--- config.mk ---
export PLATFORM = sky130hd
export DESIGN_NAME = pwrseq_core
export DESIGN_NICKNAME = d
export VERILOG_FILES = /design/src/hw/pwrseq_pkg.sv /design/src/hw/pin_sync.sv /design/src/hw/pwrseq_core.sv
export SDC_FILE = /design/constraint.sdc
export NUM_CORES = 1
export LEC_CHECK = 0
export ABC_AREA = 1
export BUFFER_PORTS_ARGS = -buffer_cell sky130_fd_sc_hd__buf_2
export CAP_MARGIN = 10
export CORE_UTILIZATION = 40
export DETAILED_ROUTE_END_ITERATION = 8
export PLACE_DENSITY = 0.78
export SKIP_CTS_REPAIR_TIMING = 1
export SLEW_MARGIN = 25
export SYNTH_ARGS = -nofsm -noshare
export SYNTH_HDL_FRONTEND = slang
export SYNTH_HIERARCHICAL = 1
export SYNTH_SLANG_ARGS = --single-unit
--- constraint.sdc ---
create_clock -name i_mclk -period 1.7 [get_ports i_mclk]
set_input_delay 0.34 -clock i_mclk [delete_from_list [all_inputs] [get_ports i_mclk]]
set_output_delay 0.34 -clock i_mclk [all_outputs]
set_load 0.02 [all_outputs]
--- src/hw/pwrseq_pkg.sv ---
// Shared types and constants of the power-state sequencer
package pwrseq_pkg;

    // Power states, exactly five
    typedef enum logic [2:0] {
        ST_G3 = 3'h0,
        ST_S5OFF = 3'h1,
        ST_S5ON = 3'h2,
        ST_S0 = 3'h3,
        ST_S3 = 3'h4
    } pstate_t;

    // Rail gate drivers
    typedef struct packed {
        logic dual5_standby_gate;
        logic dual3_standby_gate;
        logic dual5_main_gate;
        logic dual3_main_gate;
        logic mem_rail;
        logic term_rail;
    } rails_t;

    // Avalon-MM request from the master
    typedef struct packed {
        logic read;
        logic write;
        logic [3:0] address;
        logic [31:0] writedata;
    } avs_req_t;

    // Avalon-MM answer to the master
    typedef struct packed {
        logic waitrequest;
        logic [31:0] readdata;
    } avs_rsp_t;

    // Register byte offsets
    localparam logic [3:0] REG_STATUS = 4'h0;
    localparam logic [3:0] REG_IRQ_STAT = 4'h4;
    localparam logic [3:0] REG_IRQ_MASK = 4'h8;

    // Interrupt status bits
    localparam int IRQ_STATE = 0;
    localparam int IRQ_FAULT = 1;
    localparam int IRQ_RAMP = 2;
    localparam int IRQ_W = 3;
    localparam logic [2:0] IRQ_MASK_RST = 3'h0;

    // Status register fields
    localparam int STAT_STATE = 0;
    localparam int STAT_RAMP = 3;
    localparam int STAT_TGT = 4;
    localparam int STAT_FAULT = 7;
    localparam int STAT_ARM = 8;
    localparam int STAT_IN = 16;

    // Synchronised input vector layout
    localparam int IN_SLEEP = 0;
    localparam int IN_SOFTOFF = 1;
    localparam int IN_KEEP = 2;
    localparam int IN_PG = 3;
    localparam int IN_UV = 4;
    localparam int IN_SS = 5;
    localparam int IN_SB = 6;
    localparam int IN_W = 7;
    // Request pins idle high as if pulled up
    localparam logic [6:0] IN_RST = 7'h07;

endpackage : pwrseq_pkg

--- src/hw/pin_sync.sv ---
// Three-stage pin synchroniser with agreement filter
`timescale 1ns/1ps

module pin_sync #(
    parameter int W = 1,
    parameter logic [W-1:0] RST = '0
) (
    input wire logic i_mclk,
    input wire logic i_srst,
    input wire logic [W-1:0] i_pin,
    output logic [W-1:0] o_q
);

    typedef struct packed {
        logic [W-1:0] ff1;
        logic [W-1:0] ff2;
        logic [W-1:0] ff3;
        logic [W-1:0] q;
    } sync_t;

    sync_t r;
    sync_t next_r;

    // First stage feeds only the second; output moves when 2 and 3 agree
    always_comb begin
        next_r = r;
        next_r.ff1 = i_pin;
        next_r.ff2 = r.ff1;
        next_r.ff3 = r.ff2;
        for (int i = 0; i < W; i++) begin
            if (r.ff2[i] == r.ff3[i]) begin
                next_r.q[i] = r.ff3[i];
            end
        end
    end

    // Reset loads the idle level of every pin
    always_ff @(posedge i_mclk) begin
        if (i_srst) begin
            r <= {RST, RST, RST, RST};
        end else begin
            r <= next_r;
        end
    end

    assign o_q = r.q;

endmodule : pin_sync

--- src/hw/pwrseq_core.sv ---
// Suspend-to-RAM power-state sequencer with Avalon-MM registers
//
// The register offsets and the Avalon-MM slave port were left to the implementer.
`timescale 1ns/1ps

module pwrseq_core (
    input wire logic i_mclk,
    input wire logic i_srst,
    input wire logic i_sleep_req_n,
    input wire logic i_softoff_req_n,
    input wire logic i_dual5_keep_en_n,
    input wire logic i_power_good,
    input wire logic i_standby_ok,
    input wire logic i_ss_at_limit,
    input wire logic i_mem_undervolt,
    input wire pwrseq_pkg::avs_req_t i_avs,
    output pwrseq_pkg::avs_rsp_t o_avs,
    output pwrseq_pkg::rails_t o_rails,
    output logic o_power_good,
    output logic o_power_good_oe,
    output logic o_uv_arm,
    output logic o_ss_run,
    output logic o_irq
);

    // ------------------------------------------------------------
    // State record
    // ------------------------------------------------------------
    typedef struct packed {
        pwrseq_pkg::pstate_t st;
        logic ramp;
        pwrseq_pkg::pstate_t tgt;
        logic seen_low;
        logic fault;
        pwrseq_pkg::rails_t rails;
        logic uv_arm;
        logic pg_oe;
        logic [pwrseq_pkg::IRQ_W-1:0] istat;
        logic [pwrseq_pkg::IRQ_W-1:0] imask;
        logic irq;
        logic waitreq;
        logic [31:0] rdata;
    } core_t;

    core_t r;
    core_t next_r;
    logic [pwrseq_pkg::IN_W-1:0] in_q;
    logic sleep;
    logic softoff;
    logic keep;
    logic pg;
    logic uv;
    logic ss;
    logic sb;

    // ------------------------------------------------------------
    // Input synchronisation
    // ------------------------------------------------------------
    // Pins pass three stages; pull-up idle level loaded at reset
    pin_sync #(
        .W(pwrseq_pkg::IN_W),
        .RST(pwrseq_pkg::IN_RST)
    ) u_sync (
        .i_mclk(i_mclk),
        .i_srst(i_srst),
        .i_pin({i_standby_ok, i_ss_at_limit, i_mem_undervolt,
                i_power_good, i_dual5_keep_en_n, i_softoff_req_n,
                i_sleep_req_n}),
        .o_q(in_q)
    );

    // Named views of the synchronised pins
    assign sleep = in_q[pwrseq_pkg::IN_SLEEP];
    assign softoff = in_q[pwrseq_pkg::IN_SOFTOFF];
    assign keep = in_q[pwrseq_pkg::IN_KEEP];
    assign pg = in_q[pwrseq_pkg::IN_PG];
    assign uv = in_q[pwrseq_pkg::IN_UV];
    assign ss = in_q[pwrseq_pkg::IN_SS];
    assign sb = in_q[pwrseq_pkg::IN_SB];

    // ------------------------------------------------------------
    // Helpers
    // ------------------------------------------------------------
    // Rail gates of a state plus those being soft-ramped
    function automatic pwrseq_pkg::rails_t rails_of(
        input pwrseq_pkg::pstate_t st,
        input logic ramp,
        input pwrseq_pkg::pstate_t tgt
    );
        pwrseq_pkg::rails_t v;
        v = '0;
        case (st)
            pwrseq_pkg::ST_S5OFF: begin
                v.dual3_standby_gate = 1'b1;
            end
            pwrseq_pkg::ST_S5ON: begin
                v.dual3_standby_gate = 1'b1;
                v.dual5_standby_gate = 1'b1;
            end
            pwrseq_pkg::ST_S0: begin
                v.dual5_main_gate = 1'b1;
                v.dual3_main_gate = 1'b1;
                v.mem_rail = 1'b1;
                v.term_rail = 1'b1;
            end
            pwrseq_pkg::ST_S3: begin
                v.dual5_standby_gate = 1'b1;
                v.dual3_standby_gate = 1'b1;
                v.mem_rail = 1'b1;
                v.term_rail = 1'b1;
            end
            default: begin
                v = '0;
            end
        endcase
        // Ramped rails switch on while the ramp clamps their slew
        if (ramp && tgt == pwrseq_pkg::ST_S5ON) begin
            v.dual5_standby_gate = 1'b1;
        end
        if (ramp && tgt == pwrseq_pkg::ST_S0) begin
            v.mem_rail = 1'b1;
            v.term_rail = 1'b1;
        end
        return v;
    endfunction : rails_of

    // S5 substate chosen from the keep-enable level
    function automatic pwrseq_pkg::pstate_t pick_s5(input logic k);
        return k ? pwrseq_pkg::ST_S5OFF : pwrseq_pkg::ST_S5ON;
    endfunction : pick_s5

    // ------------------------------------------------------------
    // Next-state logic
    // ------------------------------------------------------------
    // Sequencer, fault, interrupt and bus slave in one pass
    always_comb begin
        logic req;
        logic take;
        logic [pwrseq_pkg::IRQ_W-1:0] ev;
        logic [pwrseq_pkg::IRQ_W-1:0] clr;
        req = 1'b0;
        take = 1'b0;
        ev = '0;
        clr = '0;
        next_r = r;
        if (!sb) begin
            // Loss of standby supply falls back to G3
            next_r.st = pwrseq_pkg::ST_G3;
            next_r.ramp = 1'b0;
        end else if (r.ramp) begin
            next_r.seen_low = r.seen_low | ~ss;
            if (r.tgt == pwrseq_pkg::ST_S5ON && keep) begin
                next_r.ramp = 1'b0;
            end else if (r.tgt == pwrseq_pkg::ST_S0 && !softoff) begin
                next_r.ramp = 1'b0;
                next_r.st = pick_s5(keep);
            end else if (r.seen_low && ss) begin
                next_r.st = r.tgt;
                next_r.ramp = 1'b0;
                ev[pwrseq_pkg::IRQ_RAMP] = 1'b1;
            end
        end else begin
            case (r.st)
                pwrseq_pkg::ST_G3: begin
                    next_r.st = pwrseq_pkg::ST_S5OFF;
                end
                pwrseq_pkg::ST_S5OFF: begin
                    if (!keep && !softoff) begin
                        next_r.ramp = 1'b1;
                        next_r.tgt = pwrseq_pkg::ST_S5ON;
                        next_r.seen_low = 1'b0;
                    end else if (sleep && softoff) begin
                        next_r.ramp = 1'b1;
                        next_r.tgt = pwrseq_pkg::ST_S0;
                        next_r.seen_low = 1'b0;
                    end
                end
                pwrseq_pkg::ST_S5ON: begin
                    if (keep) begin
                        next_r.st = pwrseq_pkg::ST_S5OFF;
                    end else if (sleep && softoff) begin
                        next_r.ramp = 1'b1;
                        next_r.tgt = pwrseq_pkg::ST_S0;
                        next_r.seen_low = 1'b0;
                    end
                end
                pwrseq_pkg::ST_S0: begin
                    if (!softoff) begin
                        next_r.st = pick_s5(keep);
                    end else if (!sleep) begin
                        next_r.st = pwrseq_pkg::ST_S3;
                    end
                end
                pwrseq_pkg::ST_S3: begin
                    if (!softoff) begin
                        next_r.st = pick_s5(keep);
                    end else if (sleep && pg) begin
                        next_r.st = pwrseq_pkg::ST_S0;
                    end
                end
                default: begin
                    next_r.st = pwrseq_pkg::ST_G3;
                end
            endcase
        end
        if (next_r.st != r.st) begin
            ev[pwrseq_pkg::IRQ_STATE] = 1'b1;
        end

        // Outputs follow the new state
        next_r.rails = rails_of(next_r.st, next_r.ramp, next_r.tgt);
        next_r.uv_arm = (next_r.st == pwrseq_pkg::ST_S0)
            || (next_r.st == pwrseq_pkg::ST_S3);

        // Under-voltage fault, dropped when monitor disarms
        if (!next_r.uv_arm) begin
            next_r.fault = 1'b0;
        end else if (r.uv_arm && uv) begin
            next_r.fault = 1'b1;
            if (!r.fault) begin
                ev[pwrseq_pkg::IRQ_FAULT] = 1'b1;
            end
        end
        next_r.pg_oe = next_r.fault;

        // Bus slave: one wait cycle, then completion
        req = i_avs.read | i_avs.write;
        take = req & ~r.waitreq;
        next_r.waitreq = ~(req & r.waitreq);
        if (req && r.waitreq && i_avs.read) begin
            case (i_avs.address)
                pwrseq_pkg::REG_STATUS: begin
                    next_r.rdata = '0;
                    next_r.rdata[pwrseq_pkg::STAT_STATE +: 3] = r.st;
                    next_r.rdata[pwrseq_pkg::STAT_RAMP] = r.ramp;
                    next_r.rdata[pwrseq_pkg::STAT_TGT +: 3] = r.tgt;
                    next_r.rdata[pwrseq_pkg::STAT_FAULT] = r.fault;
                    next_r.rdata[pwrseq_pkg::STAT_ARM] = r.uv_arm;
                    next_r.rdata[pwrseq_pkg::STAT_IN +: pwrseq_pkg::IN_W]
                        = in_q;
                end
                pwrseq_pkg::REG_IRQ_STAT: begin
                    next_r.rdata = {29'h0, r.istat};
                end
                pwrseq_pkg::REG_IRQ_MASK: begin
                    next_r.rdata = {29'h0, r.imask};
                end
                default: begin
                    next_r.rdata = '0;
                end
            endcase
        end
        if (take && i_avs.write) begin
            if (i_avs.address == pwrseq_pkg::REG_IRQ_STAT) begin
                clr = i_avs.writedata[pwrseq_pkg::IRQ_W-1:0];
            end
            if (i_avs.address == pwrseq_pkg::REG_IRQ_MASK) begin
                next_r.imask = i_avs.writedata[pwrseq_pkg::IRQ_W-1:0];
            end
        end

        // Sticky status: a new event beats a same-cycle clear
        next_r.istat = (r.istat & ~clr) | ev;
        next_r.irq = |(next_r.istat & next_r.imask);
    end

    // ------------------------------------------------------------
    // Registers
    // ------------------------------------------------------------
    // Reset to G3 with all rails off and the bus stalled
    always_ff @(posedge i_mclk) begin
        if (i_srst) begin
            r <= '0;
            r.st <= pwrseq_pkg::ST_G3;
            r.tgt <= pwrseq_pkg::ST_G3;
            r.imask <= pwrseq_pkg::IRQ_MASK_RST;
            r.waitreq <= 1'b1;
        end else begin
            r <= next_r;
        end
    end

    // Output drive straight from the state record, except power good data tied low
    assign o_rails = r.rails;
    assign o_uv_arm = r.uv_arm;
    assign o_ss_run = r.ramp;
    assign o_power_good = 1'b0; // Open collector only ever pulls low
    assign o_power_good_oe = r.pg_oe;
    assign o_irq = r.irq;
    assign o_avs.waitrequest = r.waitreq;
    assign o_avs.readdata = r.rdata;

    // ------------------------------------------------------------
    // Assertions
    // ------------------------------------------------------------
    AST_G3_LEAVE: assert property (@(posedge i_mclk) disable iff (i_srst)
        r.st == pwrseq_pkg::ST_G3 && sb |=> r.st == pwrseq_pkg::ST_S5OFF)
        else $error("G3 did not move to S5 off");

    AST_D5_RAMP: assert property (@(posedge i_mclk) disable iff (i_srst)
        r.st == pwrseq_pkg::ST_S5OFF && !r.ramp && sb && !keep && !softoff
        |=> r.ramp && r.tgt == pwrseq_pkg::ST_S5ON && o_ss_run
            && o_rails.dual5_standby_gate)
        else $error("S5 rail-on ramp not started");

    AST_S0_RAMP: assert property (@(posedge i_mclk) disable iff (i_srst)
        r.st == pwrseq_pkg::ST_S5OFF && !r.ramp && sb && sleep && softoff
        |=> r.ramp && r.tgt == pwrseq_pkg::ST_S0 && o_rails.mem_rail)
        else $error("S0 ramp not started");

    AST_D5_OFF: assert property (@(posedge i_mclk) disable iff (i_srst)
        r.st == pwrseq_pkg::ST_S5ON && !r.ramp && sb && keep
        |=> r.st == pwrseq_pkg::ST_S5OFF && !o_rails.dual5_standby_gate)
        else $error("S5 rail-on did not drop");

    AST_S0_SLEEP: assert property (@(posedge i_mclk) disable iff (i_srst)
        r.st == pwrseq_pkg::ST_S0 && sb && softoff && !sleep
        |=> r.st == pwrseq_pkg::ST_S3)
        else $error("S0 did not enter S3");

    AST_S3_WAIT: assert property (@(posedge i_mclk) disable iff (i_srst)
        r.st == pwrseq_pkg::ST_S3 && sb && softoff && !pg
        |=> r.st == pwrseq_pkg::ST_S3)
        else $error("S3 left without power good");

    AST_S0_RAILS: assert property (@(posedge i_mclk) disable iff (i_srst)
        r.st == pwrseq_pkg::ST_S0 |-> o_rails == 6'h0f && o_uv_arm)
        else $error("S0 rail set wrong");

    AST_ARM_OFF: assert property (@(posedge i_mclk) disable iff (i_srst)
        $rose(o_uv_arm) |-> $past(sb) && (r.st == pwrseq_pkg::ST_S0
            || r.st == pwrseq_pkg::ST_S3))
        else $error("Monitor armed outside S0 or S3");

    AST_UV_PULL: assert property (@(posedge i_mclk) disable iff (i_srst)
        o_uv_arm && uv && sb && softoff && !(r.st == pwrseq_pkg::ST_S0
            && !sleep) |=> o_power_good_oe && !o_power_good)
        else $error("Fault did not pull power good");

    AST_RAMP_HOLD: assert property (@(posedge i_mclk) disable iff (i_srst)
        r.ramp && sb && !ss
        && (r.tgt == pwrseq_pkg::ST_S0 ? softoff : !keep)
        |=> r.ramp && $stable(r.st))
        else $error("Ramp ended before limit");

endmodule : pwrseq_core

==> qor.txt <==
Status = completed
Maximum fanout count along the critical path = 6
Clock Latency Late Sink = 0.35 ns
Die width = 89.9 um
Kind of end point of the critical path = flop
Worst path setup slack after routing = 0.0958 ns
Critical Path Start = u_sync/o_q[1]$_SDFFE_PP1N_
Starting Density = 42.0%
Min Tclk post-route = 1.60 ns
Pin count of the biggest net entering global routing = 30
Relative area change from synthesis to final layout = 12.5%
Number of filler instances in the final layout = 766
Kind of start point of the critical path = flop
Vias per Instance = 4.62
Vias = 2,618
Final cell count without fillers = 567
CTS tree = built
Remaining Overflow, GRT = 0
Category of the most critical setup path = reg -> reg
Number of violations of the max-capacitance limit = 0
Final-report hold violation count = 0
Number of buffers added on ports = 44
First-iteration detailed-routing DRC count = 73
Count of nets left with antenna violations after detail routing = 0
Clock root buffer = sky130_fd_sc_hd__clkbuf_8
Setup slack of the most critical reg-to-reg path = 0.1 ns
Final hold slack = 0.157 ns
Total Routing Usage GR = 16.0%
Clock network power share = 41.5%
Sequential Power Share = 53.6%
Number of sinks handled by clock tree synthesis = 66
Number of buffers on the longest clock path = 2
Final wirelength = 6180 um
Total setup violations reported at the end of the flow = 0
Residual DRC = 0
Leakage dissipation = 1.69 nW
Total negative setup slack = 0 ns
Worst hold path startpoint = i_softoff_req_n
Proportion of synthesized chip area in sequential cells = 42.7%
Die area = 8080 sq um
Relative contribution of combinational cells to total power = 4.9%
Worst-case vdd ir drop = 537 uV
Register clock-pin slew on the reported worst setup and hold paths = 0.07 ns
Number of synthesized register bits = 66
Number of global-route vias before repair = 2,418
RSZ-0062 raised after global routing = true
CTS buffer count = 9
Max-slew violation count = 0
Count of warnings emitted by yosys = 6
Internal Dissipation = 2.22 mW
Final design utilization = 47.2%
Area of placed instances = 3190 sq um
Post-synthesis cell area = 3090 sq um
Total power per unit cell area = 845 nW/um^2
Number of distinct library cells after synthesis = 29
Source of the worst register-to-register timing path = u_sync/o_q[1]$_SDFFE_PP1N_
Number of iterations in the first detailed-routing pass = 7
Placer congestion estimate = 0.835
I/O pin total = 91
Detailed-placement wirelength estimate = 4430 um
Routed length per instance = 10.9 um
CP required = 1.95 ns
Instance count of the mapped netlist = 434
Number of H-tree levels = 3
Die height = 89.9 um
Period utilisation layout = 94.4%
Setup clock skew after layout = 0.00941 ns
Worst min-delay path class = in -> reg
Total Nets Final = 510
Count of inserted antenna diode cells = 0
Post-placement setup slack = 0.0434 ns
Overall power after layout = 2.94 mW
Number of antenna violations at the first check in global routing = 0
Wire length of the first global-routing pass = 10,300 um
Avg Synthesized Cell Area = 7.12 sq um
Std-Cell Rows = 31
Finished layout cell area = 3480 sq um
Layout cell share with drive strength beyond 1 = 28.0%
Core outline area = 7370 sq um
Achievable Freq = 623 MHz
Switching pwr = 719 uW
Data arrival, critical path = 1.85 ns
Net switching fraction of the power = 24.5%
Count of placed standard cells including taps = 549
critical path: stages (launching register included):
cell	delay, ns
sky130_fd_sc_hd__dfxtp_4	0.41
sky130_fd_sc_hd__inv_4	0.05
sky130_fd_sc_hd__nand2_2	0.06
sky130_fd_sc_hd__nand2_2	0.07
sky130_fd_sc_hd__nand2_2	0.06
sky130_fd_sc_hd__nand2_2	0.05
sky130_fd_sc_hd__o21ai_2	0.14
sky130_fd_sc_hd__nand2_2	0.11
sky130_fd_sc_hd__nand3_2	0.11
sky130_fd_sc_hd__nand2_2	0.05
sky130_fd_sc_hd__nor2_2	0.11
sky130_fd_sc_hd__nand2_1	0.07
sky130_fd_sc_hd__a21oi_2	0.14
sky130_fd_sc_hd__nand2_1	0.06
power groups by stage:
stage / clock network (mW) / logic, mW / registers (mW)
floorplan: 0 / 0.138 / 1.61
global placement: 0 / 0.139 / 1.61
detailed placement: 0 / 0.144 / 1.62
CTS: 1.26 / 0.145 / 1.58
global route: 1.34 / 0.164 / 1.58
finish: 1.22 / 0.144 / 1.57
registers in the layout (all words and copies together) (netlist names):
name             count
o_avs               17
u_sync/next_r       14
r                   13
u_sync/o_q           7
u_sync/r             7
o_rails              4
o_irq                1
o_power_good_oe      1
o_ss_run             1
o_uv_arm             1
per-layer routing:
metal	GRT usage, %	part of all wire [%]	routed length, um
met1	17.0	42	2590
met2	29.1	51	3120
met3	4.65	4.4	274
met4	7.39	3.1	189
met5	0	0	0
logic make-up (layout without fill, tap and decap cells):
family | Yosys count | after routing | synth area share (%)
other | 1 | 17 | 0.121
AND/OR/NAND/NOR | 204 | 204 | 28.3
flip-flops | 66 | 66 | 42.7
buffers and inverters | 112 | 130 | 20.0
AO/OA/AOI/OAI | 51 | 51 | 8.78
cell usage in the layout, fill, tap and decap left out, types with 7 or more instances in the layout:
master                       n
sky130_fd_sc_hd__dfxtp_1    55
sky130_fd_sc_hd__buf_4      13
sky130_fd_sc_hd__nand2_2    18
sky130_fd_sc_hd__a21oi_1    28
sky130_fd_sc_hd__nand2_1   101
sky130_fd_sc_hd__conb_1     17
sky130_fd_sc_hd__o21ai_0    10
sky130_fd_sc_hd__buf_2      45
sky130_fd_sc_hd__inv_1      45
sky130_fd_sc_hd__nand3_2     7
sky130_fd_sc_hd__clkbuf_8   11
sky130_fd_sc_hd__dfxtp_2     8
sky130_fd_sc_hd__nor2_1     45
sky130_fd_sc_hd__nand3_1    15
synthesized netlist by cell type:
cell type                  count  area [sq um]
sky130_fd_sc_hd__or2_1         6          37.5
sky130_fd_sc_hd__conb_1        1          3.75
sky130_fd_sc_hd__dfxtp_1      66          1320
sky130_fd_sc_hd__nand4_1       1          6.26
sky130_fd_sc_hd__o21ai_0      13          65.1
sky130_fd_sc_hd__nand2_4       2          22.5
sky130_fd_sc_hd__nand3_2       2          20.0
sky130_fd_sc_hd__or2_2         1          6.26
sky130_fd_sc_hd__a21oi_1      29           145
sky130_fd_sc_hd__nand2_2       8          50.1
sky130_fd_sc_hd__inv_1        45           169
sky130_fd_sc_hd__nor3_1        2          10.0
sky130_fd_sc_hd__o21ai_1       4          20.0
sky130_fd_sc_hd__nand2_1     111           417
sky130_fd_sc_hd__clkinv_1      1          3.75
sky130_fd_sc_hd__clkinv_2      1          5.00
sky130_fd_sc_hd__buf_6         2          22.5
sky130_fd_sc_hd__clkbuf_1      4          15.0
sky130_fd_sc_hd__o221ai_1      2          17.5
sky130_fd_sc_hd__nor2_2        3          18.8
sky130_fd_sc_hd__o21a_1        1          7.51
sky130_fd_sc_hd__nor2_4        1          11.3
sky130_fd_sc_hd__inv_2         9          33.8
sky130_fd_sc_hd__nor2_1       47           176
sky130_fd_sc_hd__o211ai_1      1          7.51
sky130_fd_sc_hd__nand3_1      20           100
sky130_fd_sc_hd__buf_2         2          10.0
sky130_fd_sc_hd__a41oi_1       1          8.76
sky130_fd_sc_hd__buf_4        48           360
path summary, 6_finish.rpt:
kind | cells past startpoint | endpoint
hold / removal | 2 | u_sync/next_r[15]$_SDFF_PP1_
hold reg to reg | 2 | u_sync/next_r[13]$_SDFF_PP0_
setup / recovery | 13 | o_irq$_SDFF_PP0_
setup reg to reg | 13 | o_irq$_SDFF_PP0_
final cells by class:
type | instances | area [sq um] | area share [%]
timing repair buffer | 58 | 323 | 9.28
multi-input combinational | 272 | 1280 | 36.8
tap | 99 | 124 | 3.56
clock buffer | 11 | 151 | 4.35
sequential | 66 | 1340 | 38.6
clock inverter | 5 | 37.5 | 1.08
inverter | 56 | 220 | 6.33
(Power assumes the default switching activity.)
